**config.mk**
```make
export PLATFORM = sky130hd
export DESIGN_NAME = ivtm_top
export DESIGN_NICKNAME = d
export VERILOG_FILES = /design/src/hw/ivtm_pkg.sv /design/src/hw/ivtm_arb.sv /design/src/hw/ivtm_top.sv
export VERILOG_INCLUDE_DIRS = /design/src /design/src/hw
export SDC_FILE = /design/constraint.sdc
export NUM_CORES = 2
export LEC_CHECK = 0
export BUFFER_PORTS_ARGS = -buffer_cell sky130_fd_sc_hd__buf_4
export CORE_ASPECT_RATIO = 0.6
export CORE_UTILIZATION = 45
export DETAILED_ROUTE_END_ITERATION = 10
export HOLD_SLACK_MARGIN = 0.08
export PLACE_DENSITY_LB_ADDON = 0.1
export SYNTH_ARGS = -nofsm -noshare
export SYNTH_HDL_FRONTEND = slang
export SYNTH_SLANG_ARGS = --single-unit
```
**constraint.sdc**
```tcl
create_clock -name mclk_i -period 153.3 [get_ports mclk_i]
set_clock_uncertainty 0.15 [all_clocks]
set_input_delay 7.665 -clock mclk_i [delete_from_list [all_inputs] [get_ports mclk_i]]
set_output_delay 7.665 -clock mclk_i [all_outputs]
set_load 0.1 [all_outputs]
```
**src/hw/ivtm_defs.svh**
```systemverilog
// Constants of the interrupt vector and trap map: offsets, fields, trap numbers.
`ifndef IVTM_DEFS_SVH
`define IVTM_DEFS_SVH
// ----------------------------------------------------------------------------
// Sizes
// ----------------------------------------------------------------------------
`define IVTM_NSRC 56
`define IVTM_NTRAP 8
`define IVTM_VEC_W 24
// ----------------------------------------------------------------------------
// Register byte offsets (APB, one aligned word each)
// ----------------------------------------------------------------------------
`define IVTM_OFS_CTRL0 12'h000
`define IVTM_OFS_CTRL_END 12'h0e0
`define IVTM_OFS_TRAP_FLAG 12'h100
`define IVTM_OFS_EVT_STAT 12'h104
`define IVTM_OFS_EVT_MASK 12'h108
`define IVTM_OFS_PEC_LO 12'h10c
`define IVTM_OFS_PEC_HI 12'h110
`define IVTM_OFS_SERV 12'h114
// ----------------------------------------------------------------------------
// Source control word fields and reset value
// ----------------------------------------------------------------------------
`define IVTM_CTL_REQ 7
`define IVTM_CTL_EN 6
`define IVTM_CTL_LVL_HI 5
`define IVTM_CTL_LVL_LO 2
`define IVTM_CTL_GRP_HI 1
`define IVTM_CTL_RST 8'h00
// ----------------------------------------------------------------------------
// Event status bits
// ----------------------------------------------------------------------------
`define IVTM_EVT_TRAP 0
`define IVTM_EVT_INT 1
`define IVTM_EVT_PEC 2
`define IVTM_EVT_W 3
// ----------------------------------------------------------------------------
// Trap numbers of the source groups
// ----------------------------------------------------------------------------
`define IVTM_TN_CC0 7'h10
`define IVTM_TN_CC16 7'h30
`define IVTM_TN_CC29 7'h44
`define IVTM_TN_T0 7'h20
`define IVTM_TN_T1 7'h21
`define IVTM_TN_T7 7'h3d
`define IVTM_TN_T8 7'h3e
`define IVTM_TN_T2 7'h22
`define IVTM_TN_ADC 7'h28
`define IVTM_TN_ADE 7'h29
`define IVTM_TN_S0T 7'h2a
`define IVTM_TN_S0TB 7'h47
`define IVTM_TN_S0R 7'h2b
`define IVTM_TN_S0E 7'h2c
`define IVTM_TN_SCT 7'h2d
`define IVTM_TN_PWM 7'h3f
`define IVTM_TN_XP0 7'h40
// Hardware trap numbers: three class A, one shared class B
`define IVTM_TN_NMI 7'h02
`define IVTM_TN_CLSB 7'h0a
`define IVTM_NCLSA 3
`endif

```
**src/hw/ivtm_pkg.sv**
```systemverilog
// Types and the source-to-trap-number map of the interrupt vector and trap map.
`include "ivtm_defs.svh"
package ivtm_pkg;
  // Offer states towards the core
  typedef enum logic [0:0] {ST_IDLE, ST_OFFER} ivtm_state_t;
  // What kind of service is offered
  typedef enum logic [1:0] {K_INT, K_PEC, K_TRAP} ivtm_kind_t;

  // Trap number of a request source, by source index
  function automatic logic [6:0] ivtm_src_num(input logic [5:0] i);
    logic [6:0] n;
    n = {1'b0, i};
    if (i < 6'd16) return `IVTM_TN_CC0 + n;
    if (i < 6'd29) return `IVTM_TN_CC16 + n - 7'd16;
    if (i < 6'd32) return `IVTM_TN_CC29 + n - 7'd29;
    case (i)
      6'd32: return `IVTM_TN_T0;
      6'd33: return `IVTM_TN_T1;
      6'd34: return `IVTM_TN_T7;
      6'd35: return `IVTM_TN_T8;
      6'd42: return `IVTM_TN_ADC;
      6'd43: return `IVTM_TN_ADE;
      6'd44: return `IVTM_TN_S0T;
      6'd45: return `IVTM_TN_S0TB;
      6'd46: return `IVTM_TN_S0R;
      6'd47: return `IVTM_TN_S0E;
      6'd51: return `IVTM_TN_PWM;
      default: begin
        if (i < 6'd42) return `IVTM_TN_T2 + n - 7'd36;
        if (i < 6'd51) return `IVTM_TN_SCT + n - 7'd48;
        return `IVTM_TN_XP0 + n - 7'd52;
      end
    endcase
  endfunction : ivtm_src_num

  // Vector byte address is four times the trap number
  function automatic logic [`IVTM_VEC_W-1:0] ivtm_vec(input logic [6:0] n);
    return {{(`IVTM_VEC_W-9){1'b0}}, n, 2'b00};
  endfunction : ivtm_vec
endpackage : ivtm_pkg

```
**src/hw/ivtm_arb.sv**
```systemverilog
// Priority arbiter over all enabled, pending request sources.
`timescale 1ns/1ps
`include "ivtm_defs.svh"
module ivtm_arb (
  input wire logic [7:0] ctrl_i [`IVTM_NSRC],
  output logic win_valid_o,
  output logic [5:0] win_idx_o,
  output logic [3:0] win_lvl_o
);
  // --------------------------------------------------------------------------
  // Search for the highest level/group key
  // --------------------------------------------------------------------------
  logic [5:0] best_key; // Level above group, compared as one number
  // Strict compare keeps the lowest index on a full tie
  always_comb begin
    win_valid_o = 1'b0;
    win_idx_o = 6'h00;
    best_key = 6'h00;
    for (int i = 0; i < `IVTM_NSRC; i++) begin
      if (ctrl_i[i][`IVTM_CTL_REQ] && ctrl_i[i][`IVTM_CTL_EN]) begin
        if (!win_valid_o || ctrl_i[i][5:0] > best_key) begin
          win_valid_o = 1'b1;
          win_idx_o = i[5:0];
          best_key = ctrl_i[i][5:0];
        end
      end
    end
    win_lvl_o = best_key[5:2];
  end
endmodule : ivtm_arb

```
**src/hw/ivtm_top.sv**
```systemverilog
// Interrupt vector and trap map: source flags, arbitration, traps, APB slave.
//
// Behaviour
// Every source: request, enable, vector equals 4*number
// Capture channels map to 10h, 30h, 44h ranges
// Each request serviced as interrupt or transfer
// Capture timers and general timers map 20h-27h, 3Dh-3Eh
// Converter and serial channels map 28h-2Fh, 47h
// Pulse unit, bus controllers, flash, clock fault map
// Hardware traps non-maskable, branch to own vector; here only the class A traps have their own, all class B traps share number 0Ah
// Each trap sets its own trap flag bit
// Trap preempts all but higher trap service
// Trap service blocks interrupts and transfers
// Only enabled requests take part in arbitration
// Four-bit priority level, Fh highest
// Two-bit group level breaks equal-level ties
`timescale 1ns/1ps
`include "ivtm_defs.svh"
module ivtm_top (
  input wire logic mclk_i,
  input wire logic rst_n_i,
  // APB slave
  input wire logic psel_i,
  input wire logic penable_i,
  input wire logic pwrite_i,
  input wire logic [11:0] paddr_i,
  input wire logic [31:0] pwdata_i,
  output logic [31:0] prdata_o,
  output logic pready_o,
  output logic pslverr_o,
  // Peripheral request pulses and hardware trap pulses
  input wire logic [`IVTM_NSRC-1:0] src_evt_i,
  input wire logic [`IVTM_NTRAP-1:0] hw_trap_i,
  // Core side
  input wire logic [3:0] cpu_lvl_i,
  input wire logic ack_i,
  input wire logic trap_done_i,
  output logic req_o,
  output logic [1:0] kind_o,
  output logic [6:0] trap_num_o,
  output logic [`IVTM_VEC_W-1:0] vec_addr_o,
  output logic [5:0] src_idx_o,
  output logic irq_o
);
  // --------------------------------------------------------------------------
  // State
  // --------------------------------------------------------------------------
  logic [7:0] ctrl_r [`IVTM_NSRC]; // Per-source control words
  logic [7:0] ctrl_nxt [`IVTM_NSRC];
  logic [`IVTM_NTRAP-1:0] tfr_r, tfr_nxt; // Trap flag register, software view
  logic [`IVTM_NTRAP-1:0] tpend_r, tpend_nxt; // Traps waiting for the core
  logic [`IVTM_NSRC-1:0] pecsel_r, pecsel_nxt; // One: serviced as transfer
  logic [`IVTM_EVT_W-1:0] stat_r, stat_nxt; // Sticky service events
  logic [`IVTM_EVT_W-1:0] mask_r, mask_nxt; // Event interrupt mask
  ivtm_pkg::ivtm_state_t st_r, st_nxt; // Offer state
  logic req_r, req_nxt;
  logic [1:0] kind_r, kind_nxt;
  logic [6:0] num_r, num_nxt;
  logic [`IVTM_VEC_W-1:0] vec_r, vec_nxt;
  logic [5:0] src_r, src_nxt;
  logic [2:0] tidx_r, tidx_nxt; // Trap bit index being offered
  logic trun_r, trun_nxt; // A trap service is running
  logic [1:0] tprio_r, tprio_nxt; // Priority of the running trap
  logic pready_r, pready_nxt;
  logic pslverr_r, pslverr_nxt;
  logic [31:0] prdata_r, prdata_nxt;
  logic irq_r, irq_nxt;

  // --------------------------------------------------------------------------
  // Arbitration between sources
  // --------------------------------------------------------------------------
  logic win_valid;
  logic [5:0] win_idx;
  logic [3:0] win_lvl;

  ivtm_arb u_arb (
    .ctrl_i(ctrl_r),
    .win_valid_o(win_valid),
    .win_idx_o(win_idx),
    .win_lvl_o(win_lvl)
  );

  // --------------------------------------------------------------------------
  // Helpers
  // --------------------------------------------------------------------------
  // Class A traps outrank class B; lower bit wins inside the pending set
  function automatic logic [1:0] trap_prio(input logic [2:0] t);
    return (t < 3'(`IVTM_NCLSA)) ? 2'd2 : 2'd1;
  endfunction : trap_prio

  // Class A traps own their number, class B share one
  function automatic logic [6:0] trap_num(input logic [2:0] t);
    return (t < 3'(`IVTM_NCLSA)) ? `IVTM_TN_NMI + {3'b000, t, 1'b0} : `IVTM_TN_CLSB;
  endfunction : trap_num

  logic tp_any; // Some trap is waiting
  logic [2:0] tp_idx; // Highest waiting trap
  // Pick the highest waiting trap
  always_comb begin
    tp_any = 1'b0;
    tp_idx = 3'd0;
    for (int t = `IVTM_NTRAP - 1; t >= 0; t--) begin
      if (tpend_r[t]) begin
        tp_any = 1'b1;
        tp_idx = t[2:0];
      end
    end
  end

  // --------------------------------------------------------------------------
  // APB decode
  // --------------------------------------------------------------------------
  logic acc; // Access phase, answer in this cycle
  logic is_ctrl; // Address hits a source control word
  logic [5:0] aidx; // Source index of that word
  logic hit; // Address is mapped
  logic wr; // Write takes effect at this edge
  always_comb begin
    acc = psel_i & penable_i & pready_r;
    is_ctrl = (paddr_i < `IVTM_OFS_CTRL_END) && (paddr_i[1:0] == 2'b00);
    aidx = paddr_i[7:2];
    hit = is_ctrl || paddr_i == `IVTM_OFS_TRAP_FLAG || paddr_i == `IVTM_OFS_EVT_STAT ||
          paddr_i == `IVTM_OFS_EVT_MASK || paddr_i == `IVTM_OFS_PEC_LO ||
          paddr_i == `IVTM_OFS_PEC_HI || paddr_i == `IVTM_OFS_SERV;
    wr = acc & pwrite_i & hit;
  end

  // --------------------------------------------------------------------------
  // Next-state logic
  // --------------------------------------------------------------------------
  // Order inside: software write, then hardware clear, then hardware set,
  // so a hardware event in the clearing cycle is never lost.
  always_comb begin
    ctrl_nxt = ctrl_r;
    tfr_nxt = tfr_r;
    tpend_nxt = tpend_r;
    pecsel_nxt = pecsel_r;
    stat_nxt = stat_r;
    mask_nxt = mask_r;
    st_nxt = st_r;
    req_nxt = req_r;
    kind_nxt = kind_r;
    num_nxt = num_r;
    vec_nxt = vec_r;
    src_nxt = src_r;
    tidx_nxt = tidx_r;
    trun_nxt = trun_r;
    tprio_nxt = tprio_r;
    // Bus: one wait state, then answer
    pready_nxt = psel_i & penable_i & ~pready_r;
    pslverr_nxt = pready_nxt & ~hit;
    prdata_nxt = 32'h0000_0000;
    if (pready_nxt && hit) begin
      if (is_ctrl) begin
        prdata_nxt = {24'h000000, ctrl_r[aidx]};
      end else begin
        case (paddr_i)
          `IVTM_OFS_TRAP_FLAG: prdata_nxt = {24'h000000, tfr_r};
          `IVTM_OFS_EVT_STAT: prdata_nxt = {29'h0, stat_r};
          `IVTM_OFS_EVT_MASK: prdata_nxt = {29'h0, mask_r};
          `IVTM_OFS_PEC_LO: prdata_nxt = pecsel_r[31:0];
          `IVTM_OFS_PEC_HI: prdata_nxt = {8'h00, pecsel_r[`IVTM_NSRC-1:32]};
          `IVTM_OFS_SERV: prdata_nxt = {14'h0, src_r, 1'b0, num_r, trun_r, req_r, kind_r};
          default: prdata_nxt = 32'h0000_0000;
        endcase
      end
    end
    // Software writes
    if (wr) begin
      if (is_ctrl) begin
        ctrl_nxt[aidx] = pwdata_i[7:0];
      end else begin
        case (paddr_i)
          `IVTM_OFS_TRAP_FLAG: tfr_nxt = tfr_r & ~pwdata_i[`IVTM_NTRAP-1:0];
          `IVTM_OFS_EVT_STAT: stat_nxt = stat_r & ~pwdata_i[`IVTM_EVT_W-1:0];
          `IVTM_OFS_EVT_MASK: mask_nxt = pwdata_i[`IVTM_EVT_W-1:0];
          `IVTM_OFS_PEC_LO: pecsel_nxt[31:0] = pwdata_i;
          `IVTM_OFS_PEC_HI: pecsel_nxt[`IVTM_NSRC-1:32] = pwdata_i[23:0];
          default: ;
        endcase
      end
    end
    // Running trap ends when the core says so
    if (trap_done_i) begin
      trun_nxt = 1'b0;
    end
    // Offer towards the core
    case (st_r)
      ivtm_pkg::ST_IDLE: begin
        // Trap wins unless a higher trap is running
        if (tp_any && (!trun_r || trap_prio(tp_idx) >= tprio_r)) begin
          st_nxt = ivtm_pkg::ST_OFFER;
          req_nxt = 1'b1;
          kind_nxt = ivtm_pkg::K_TRAP;
          tidx_nxt = tp_idx;
          num_nxt = trap_num(tp_idx);
          vec_nxt = ivtm_pkg::ivtm_vec(trap_num(tp_idx));
          src_nxt = 6'h00;
        end else if (!tp_any && !trun_r && win_valid && win_lvl > cpu_lvl_i) begin
          st_nxt = ivtm_pkg::ST_OFFER;
          req_nxt = 1'b1;
          kind_nxt = pecsel_r[win_idx] ? ivtm_pkg::K_PEC : ivtm_pkg::K_INT;
          num_nxt = ivtm_pkg::ivtm_src_num(win_idx);
          vec_nxt = ivtm_pkg::ivtm_vec(ivtm_pkg::ivtm_src_num(win_idx));
          src_nxt = win_idx;
        end
      end
      ivtm_pkg::ST_OFFER: begin
        if (ack_i) begin
          st_nxt = ivtm_pkg::ST_IDLE;
          req_nxt = 1'b0;
          if (kind_r == ivtm_pkg::K_TRAP) begin
            tpend_nxt[tidx_r] = 1'b0;
            trun_nxt = 1'b1;
            tprio_nxt = trap_prio(tidx_r);
            stat_nxt[`IVTM_EVT_TRAP] = 1'b1;
          end else begin
            // Taken service consumes the request flag on both paths
            ctrl_nxt[src_r][`IVTM_CTL_REQ] = 1'b0;
            if (kind_r == ivtm_pkg::K_PEC) begin
              stat_nxt[`IVTM_EVT_PEC] = 1'b1;
            end else begin
              stat_nxt[`IVTM_EVT_INT] = 1'b1;
            end
          end
        end else if (kind_r != ivtm_pkg::K_TRAP && (tp_any || trun_r)) begin
          // A trap arrived: withdraw the ordinary offer at once
          st_nxt = ivtm_pkg::ST_IDLE;
          req_nxt = 1'b0;
        end
      end
      default: begin
        st_nxt = ivtm_pkg::ST_IDLE;
        req_nxt = 1'b0;
      end
    endcase
    // Hardware sets last, so they win over any clear in the same cycle
    for (int i = 0; i < `IVTM_NSRC; i++) begin
      if (src_evt_i[i]) begin
        ctrl_nxt[i][`IVTM_CTL_REQ] = 1'b1;
      end
    end
    tfr_nxt = tfr_nxt | hw_trap_i;
    tpend_nxt = tpend_nxt | hw_trap_i;
    irq_nxt = |(stat_nxt & mask_nxt);
  end

  // --------------------------------------------------------------------------
  // Registers
  // --------------------------------------------------------------------------
  always_ff @(posedge mclk_i or negedge rst_n_i) begin
    if (!rst_n_i) begin
      for (int i = 0; i < `IVTM_NSRC; i++) begin
        ctrl_r[i] <= `IVTM_CTL_RST;
      end
      tfr_r <= 8'h00;
      tpend_r <= 8'h00;
      pecsel_r <= 56'h00_0000_0000_0000;
      stat_r <= 3'h0;
      mask_r <= 3'h0;
      st_r <= ivtm_pkg::ST_IDLE;
      req_r <= 1'b0;
      kind_r <= 2'h0;
      num_r <= 7'h00;
      vec_r <= 24'h000000;
      src_r <= 6'h00;
      tidx_r <= 3'h0;
      trun_r <= 1'b0;
      tprio_r <= 2'h0;
      pready_r <= 1'b0;
      pslverr_r <= 1'b0;
      prdata_r <= 32'h0000_0000;
      irq_r <= 1'b0;
    end else begin
      ctrl_r <= ctrl_nxt;
      tfr_r <= tfr_nxt;
      tpend_r <= tpend_nxt;
      pecsel_r <= pecsel_nxt;
      stat_r <= stat_nxt;
      mask_r <= mask_nxt;
      st_r <= st_nxt;
      req_r <= req_nxt;
      kind_r <= kind_nxt;
      num_r <= num_nxt;
      vec_r <= vec_nxt;
      src_r <= src_nxt;
      tidx_r <= tidx_nxt;
      trun_r <= trun_nxt;
      tprio_r <= tprio_nxt;
      pready_r <= pready_nxt;
      pslverr_r <= pslverr_nxt;
      prdata_r <= prdata_nxt;
      irq_r <= irq_nxt;
    end
  end

  // --------------------------------------------------------------------------
  // Outputs, all straight from flip-flops
  // --------------------------------------------------------------------------
  assign prdata_o = prdata_r;
  assign pready_o = pready_r;
  assign pslverr_o = pslverr_r;
  assign req_o = req_r;
  assign kind_o = kind_r;
  assign trap_num_o = num_r;
  assign vec_addr_o = vec_r;
  assign src_idx_o = src_r;
  assign irq_o = irq_r;
endmodule : ivtm_top

```
# After elaboration in Yosys (flattened, before gate mapping)
# Cells that the tools add are included.
# op_classes
order_cmp	72
muxes	514
reduce_logical	196
add_sub_neg	12
eq_ne	22
n_bitwise	23
# op_table
op	count
2-to-1 mux 448 bit	5
2-to-1 mux 6 bit	222
AND 448 bit	1
bitwise mux 448 bit	1
inverter 448 bit	1
> comparator 6 bit	55
2-to-1 mux 1 bit	226
case mux 32 bit (6 select lines)	1
2-to-1 mux 7 bit	15
demux 8 bit (select 6 bit)	2
2-to-1 mux 8 bit	10
case mux 7 bit (11 select lines)	1
equality test 12 x 9 -> 1 bit, second input constant	6
equality test 6 bit, second input constant	11
logical AND 1 bit	66
2-to-1 mux 32 bit	2
logical OR 1 bit	63
logical NOT 1 bit	57
binary-select mux 8 bit (select 6 bit)	1
2-to-1 mux 24 bit	2
2-to-1 mux 3 bit	16
adder 6 x 6 -> 7 bit, first input constant	3
subtractor 7 x 6 -> 7 bit, second input constant	3
less-than comparator 6 bit, second input constant	3
38 further kinds	66
# word_totals
inputBits	119
ff_bits	608
output_inout_bits	75
wordCells	914

# Longest topological paths before layout
# logic_depth
ltp_word	258
ltp_mapped	577
mapped_depth_nobuf	549

# Hierarchy
# Synthesis repeated with hierarchy kept, for this count alone.
# hier_totals
cells_unflattened	5064
hier_area_um2	47832.1
# by_module_without_submodules
module	instances	cells_each	area_per_inst_um2	seq_area_each_um2
ivtm_top	1	2191	28686.3	14614.0
ivtm_arb	1	2873	19145.9	0.0

# Worst setup path after synthesis
# No wires, ideal clock.
# synth_timing
path_type	reg2reg
startpoint	register ctrl_r[447] (netlist name)
endpoint	register vec_r[7] (netlist: vec_addr_o[7])
path_buffers	30
required_ns	153.027
slack_ns	57.726
arrival_ns	95.301
synth_period_minus_slack_ns	95.574
setup_ns	0.123
stages_incl_launch_ff	506
cell_sequence	dfrtp_1 and2_1 nand2_1 ha_1 nand4_1 a21oi_1 o31a_1 clkbuf_1 mux2_2 ha_1 nand2_1 o311ai_1 a31o_1 clkbuf_1 nor2_1 a21oi_1 inv_1 ha_1 (+470 left out) o22ai_1 o21ai_0 and3_1 buf_2 a21oi_1 o21ai_0 or3_1 nor2_4 inv_2 ha_1 nand2_1 nand2_1 and2_1 buf_1 or3_1 a21oi_1 o311ai_1 a32o_1
# synth_via
elab_chain_cells	240
word_cells_on_any_way	578
classes_between	add/sub: 11; order compare: 61; eq/ne: 11; mux: 380; reduce/logical: 115
# synth_lines
item	line_no	rtl
from (decl)	ivtm_top.sv:48	logic [7:0] ctrl_r [`IVTM_NSRC];
from (signal, indexed assignment)	ivtm_top.sv:254	ctrl_r[i] <= `IVTM_CTL_RST;
from (signal assigned)	ivtm_top.sv:275	ctrl_r <= ctrl_nxt;
logical AND 1 bit (*)	ivtm_arb.sv:20	if (ctrl_i[i][`IVTM_CTL_REQ] && ctrl_i[i][`IVTM_CTL_EN]) begin
branches (longest 239 deep; another with > comparator 6 bit)	-	
to (signal assigned)	ivtm_top.sv:285	vec_r <= vec_nxt;
to (decl)	ivtm_top.sv:59	logic [`IVTM_VEC_W-1:0] vec_r, vec_nxt;
# Every way passes the cells marked *. The select of a mux whose other input is x is not followed.
# A chain may end at the register's enable or synchronous reset.

# Worst setup path in the final report
# layout_timing
startpoint	register ctrl_r[447] (netlist name)
endpoint	register vec_r[5] (netlist: vec_addr_o[5])
# The elaborated chain is that of the path after synthesis.

==> out/qor.csv <==
stage;metric;value;unit
route;avgRoutedWirePerCell;27.99;um
critical_path;cp.required;153680;ps
sta;timing.final.ws_setup;38590;ps
global_routing;grt_pass1_vias;37965;
pwr;p_leak;23.54;nW
sta;slew_headroom;0.1478;
sta;min_period_over_period;0.7483;
cts;clock_latency;680;ps
placed_design;numPortBuffers;176;
die;fp.dieW;418.5;um
critical_path;slowest_delay;960;ps
critical_path;start_kind;flop;
synth;ys_seq_area_frac;0.3121;
route;drt_pass1_iterations;5;
cts;cts.sinks;584;
critical_path;cpMostUsedCell;ha_1;
min_path;min-delay-start;tprio_r[0];
die;start_util;0.4549;
critical_path;cp-end-kind;flop;
min_path;hp-class;flop to flop;
synth;ys_warn_count;0;
global_routing;grt_max_degree;151;
sta;clock.fmax;8.717;MHz
cts;cts-htree-levels;2;
outcome;status;completed;
route;drc_errors;0;
placed_design;post-dp-hpwl;139.0;mm
synth;synth-async-reset-ratio;1.000;
finish;areaGrowthSynthToFinish;9.691;%
synth;synth-edff-count;0;
global_routing;grt_pass1_wl;265.4;mm
global_routing;antenna_found_initial;15;
run;cap_violations;0;
critical_path;r2r-start;ctrl_r[447];
critical_path;startpoint;ctrl_r[447];
pwr;ir_worst_vdd;0.000009682;V
cts;cts_hold_buf;0;
sta;rsz0062_at_grt;no;
route;initialDrtViolationCount;5283;
cts;clkTransAtPathRegs;70;ps
die;rows;91;
route;finalWirelength;181.4;mm
cts;cts_inserted_buffers;59;
critical_path;crit_type;flop to flop;
critical_path;worstPathArrival;115090;ps
finish;instances_no_fill;6481;
cts;cts_resized;0;
die;boundaryPins;194;
sta;setup_viol;0;
synth;synthFlopType;dfrtp_1;
synth;synth_cell_types;153;
placed_design;pre_cts_ws;41860;ps
route;vias_per_cell;6.476;
route;postRouteAntennaNets;0;
synth;syn_avg_cell_area;9.401;sq um
sta;slew_violations;0;
global_routing;overflow;0;
synth;syn_inst;4981;
cts;cts_tree;yes;
finish;final_util;0.4990;
cts;root_buffer;clkbuf_16;
pwr;powerDensity;7.067;nW/um^2
cts;cts_buffer_depth;3;
finish;drive_above_1_share;0.2094;
global_routing;grt.total_usage;0.3384;
synth;synth-seq-cells;584;
die;die_y;251.9;um
placed_design;place.gp.congestion;1.009;
finish;nets;5406;
sta;hold_viol_final;0;
die;core;102900;sq um
route;via_count;41973;
sta;layout_min_cycle_time;114710;ps
critical_path;worstPathMaxFanout;23;
die;dieArea;105400;sq um
sta;finalSetupTns;0;ps
cts;cts_setup_buffers;0;
placed_design;dp_cells;6362;
sta;worstMarginPinSlew;1262;ps
critical_path;slowest_stage;a211oi_2;
synth;netlist_area;46830;sq um
[layer usage]
layer  routed length, um  vias up  global-route usage  part of all wire
met4                4471        4             0.08257             0.025
met1               90480    20939              0.5595              0.50
met2               64660     2087              0.4028              0.36
li1                    -    18730                   -                 -
met5                  27        -                   0           0.00015
met3               21740      213              0.1056              0.12
[area by class of cell]
cell class	count	area, sq um
antenna	10	25.02
timing repair buffer	210	1607
fill	9697	51560
multi-input combinational	3904	30150
clock buffer	78	1670
inverter	269	1010
clock inverter	31	546.8
tap	1395	1745
sequential	584	14610
[cell usage after synthesis (18+ instances only)]
| library cell | count | area share |
|---|---|---|
| o31ai_1 | 25 | 0.0040 |
| or2_2 | 25 | 0.0033 |
| nand3_1 | 122 | 0.013 |
| buf_4 | 45 | 0.0072 |
| a22oi_1 | 31 | 0.0050 |
| buf_2 | 21 | 0.0022 |
| a21oi_1 | 214 | 0.023 |
| buf_1 | 31 | 0.0025 |
| xor2_1 | 18 | 0.0034 |
| nand2b_1 | 41 | 0.0055 |
| clkbuf_1 | 131 | 0.011 |
| o211ai_1 | 33 | 0.0053 |
| o21a_1 | 25 | 0.0040 |
| o21ai_1 | 54 | 0.0058 |
| o21ai_0 | 242 | 0.026 |
| o22ai_1 | 23 | 0.0031 |
| a31oi_1 | 63 | 0.0084 |
| mux4_2 | 131 | 0.063 |
| ha_1 | 259 | 0.069 |
| o21bai_1 | 66 | 0.011 |
| mux2i_1 | 129 | 0.028 |
| and2_1 | 83 | 0.011 |
| nor3_1 | 76 | 0.0081 |
| mux2_2 | 463 | 0.11 |
| nor2_1 | 375 | 0.030 |
| xnor2_1 | 38 | 0.0071 |
| inv_1 | 261 | 0.021 |
| nor4_1 | 19 | 0.0025 |
| nor2b_1 | 22 | 0.0029 |
| nand2_1 | 549 | 0.044 |
| dfrtp_1 | 584 | 0.31 |
| or3_1 | 32 | 0.0043 |
| a211o_1 | 24 | 0.0045 |
| nand4_1 | 64 | 0.0086 |
| and3_1 | 44 | 0.0059 |
| a211oi_1 | 33 | 0.0053 |
| a21o_1 | 73 | 0.012 |
[cells in the final DEF, fill, tap and decap left out, types with 83 or more instances in the layout]
master,synthesis,final
inv_1,261,261
nor2_1,375,374
a21oi_1,214,214
mux2_2,463,463
mux2i_1,129,129
nand2_1,549,549
and2_1,83,83
dfrtp_1,584,584
ha_1,259,259
o21ai_0,242,242
mux4_2,131,131
nand3_1,122,122
buf_4,45,206
[kinds of logic (layout without fill, tap and decap cells)]
family,Yosys count,in the layout,share of synthesized area
AO/OA/AOI/OAI,1264,1264,0.1948
XOR/XNOR,56,56,0.01047
adder cells (fa/ha/maj),266,266,0.07073
buffers and inverters,509,588,0.04607
flip-flops,584,584,0.3121
multiplexers,740,740,0.2073
other,1,27,0.00008008
AND/OR/NAND/NOR,1561,1561,0.1585
[final timing paths]
path | endpoint | slack, ps | cells after the start
worst min-delay path | tprio_r[0] | 350 | 1
min in group asynchronous | tpend_r[6] | 6910 | 1
max in group asynchronous | asynchronous set/reset pin | 143650 | 3
worst min register to register | tprio_r[0] | 350 | 1
worst max register to register | vec_addr_o[5] | 38590 | 489
worst max-delay path | vec_addr_o[5] | 38590 | 489
[per-stage QoR]
step,hold WS (ps),instance area (sq um),power [mW]
2_1_floorplan,294.4,46890,0.1795
3_3_place_gp,337.9,49120,0.1936
3_5_place_dp,332.8,49120,0.1935
4_1_cts,352.0,51340,0.3645
5_1_grt,358.8,51360,0.3727
6_report,352.5,51360,0.3630
[critical path: cells and delay by family, from the launching register on]
family	cells	cell delay (ps)
flops	1	490
fa+ha+maj	59	17530
simple gates	132	25370
buf+inv	23	2280
mux	22	7490
compound gates	253	60960
[power breakdown]
| group | total (mW) | switching (mW) | internal, mW |
|---|---|---|---|
| Combinational | 0.0345 | 0.0259 | 0.00859 |
| Sequential | 0.157 | 0.00139 | 0.155 |
| Clock | 0.172 | 0.0713 | 0.100 |
| Total | 0.363 | 0.0987 | 0.264 |
No activity file was read; power rests on OpenSTA's default activity.
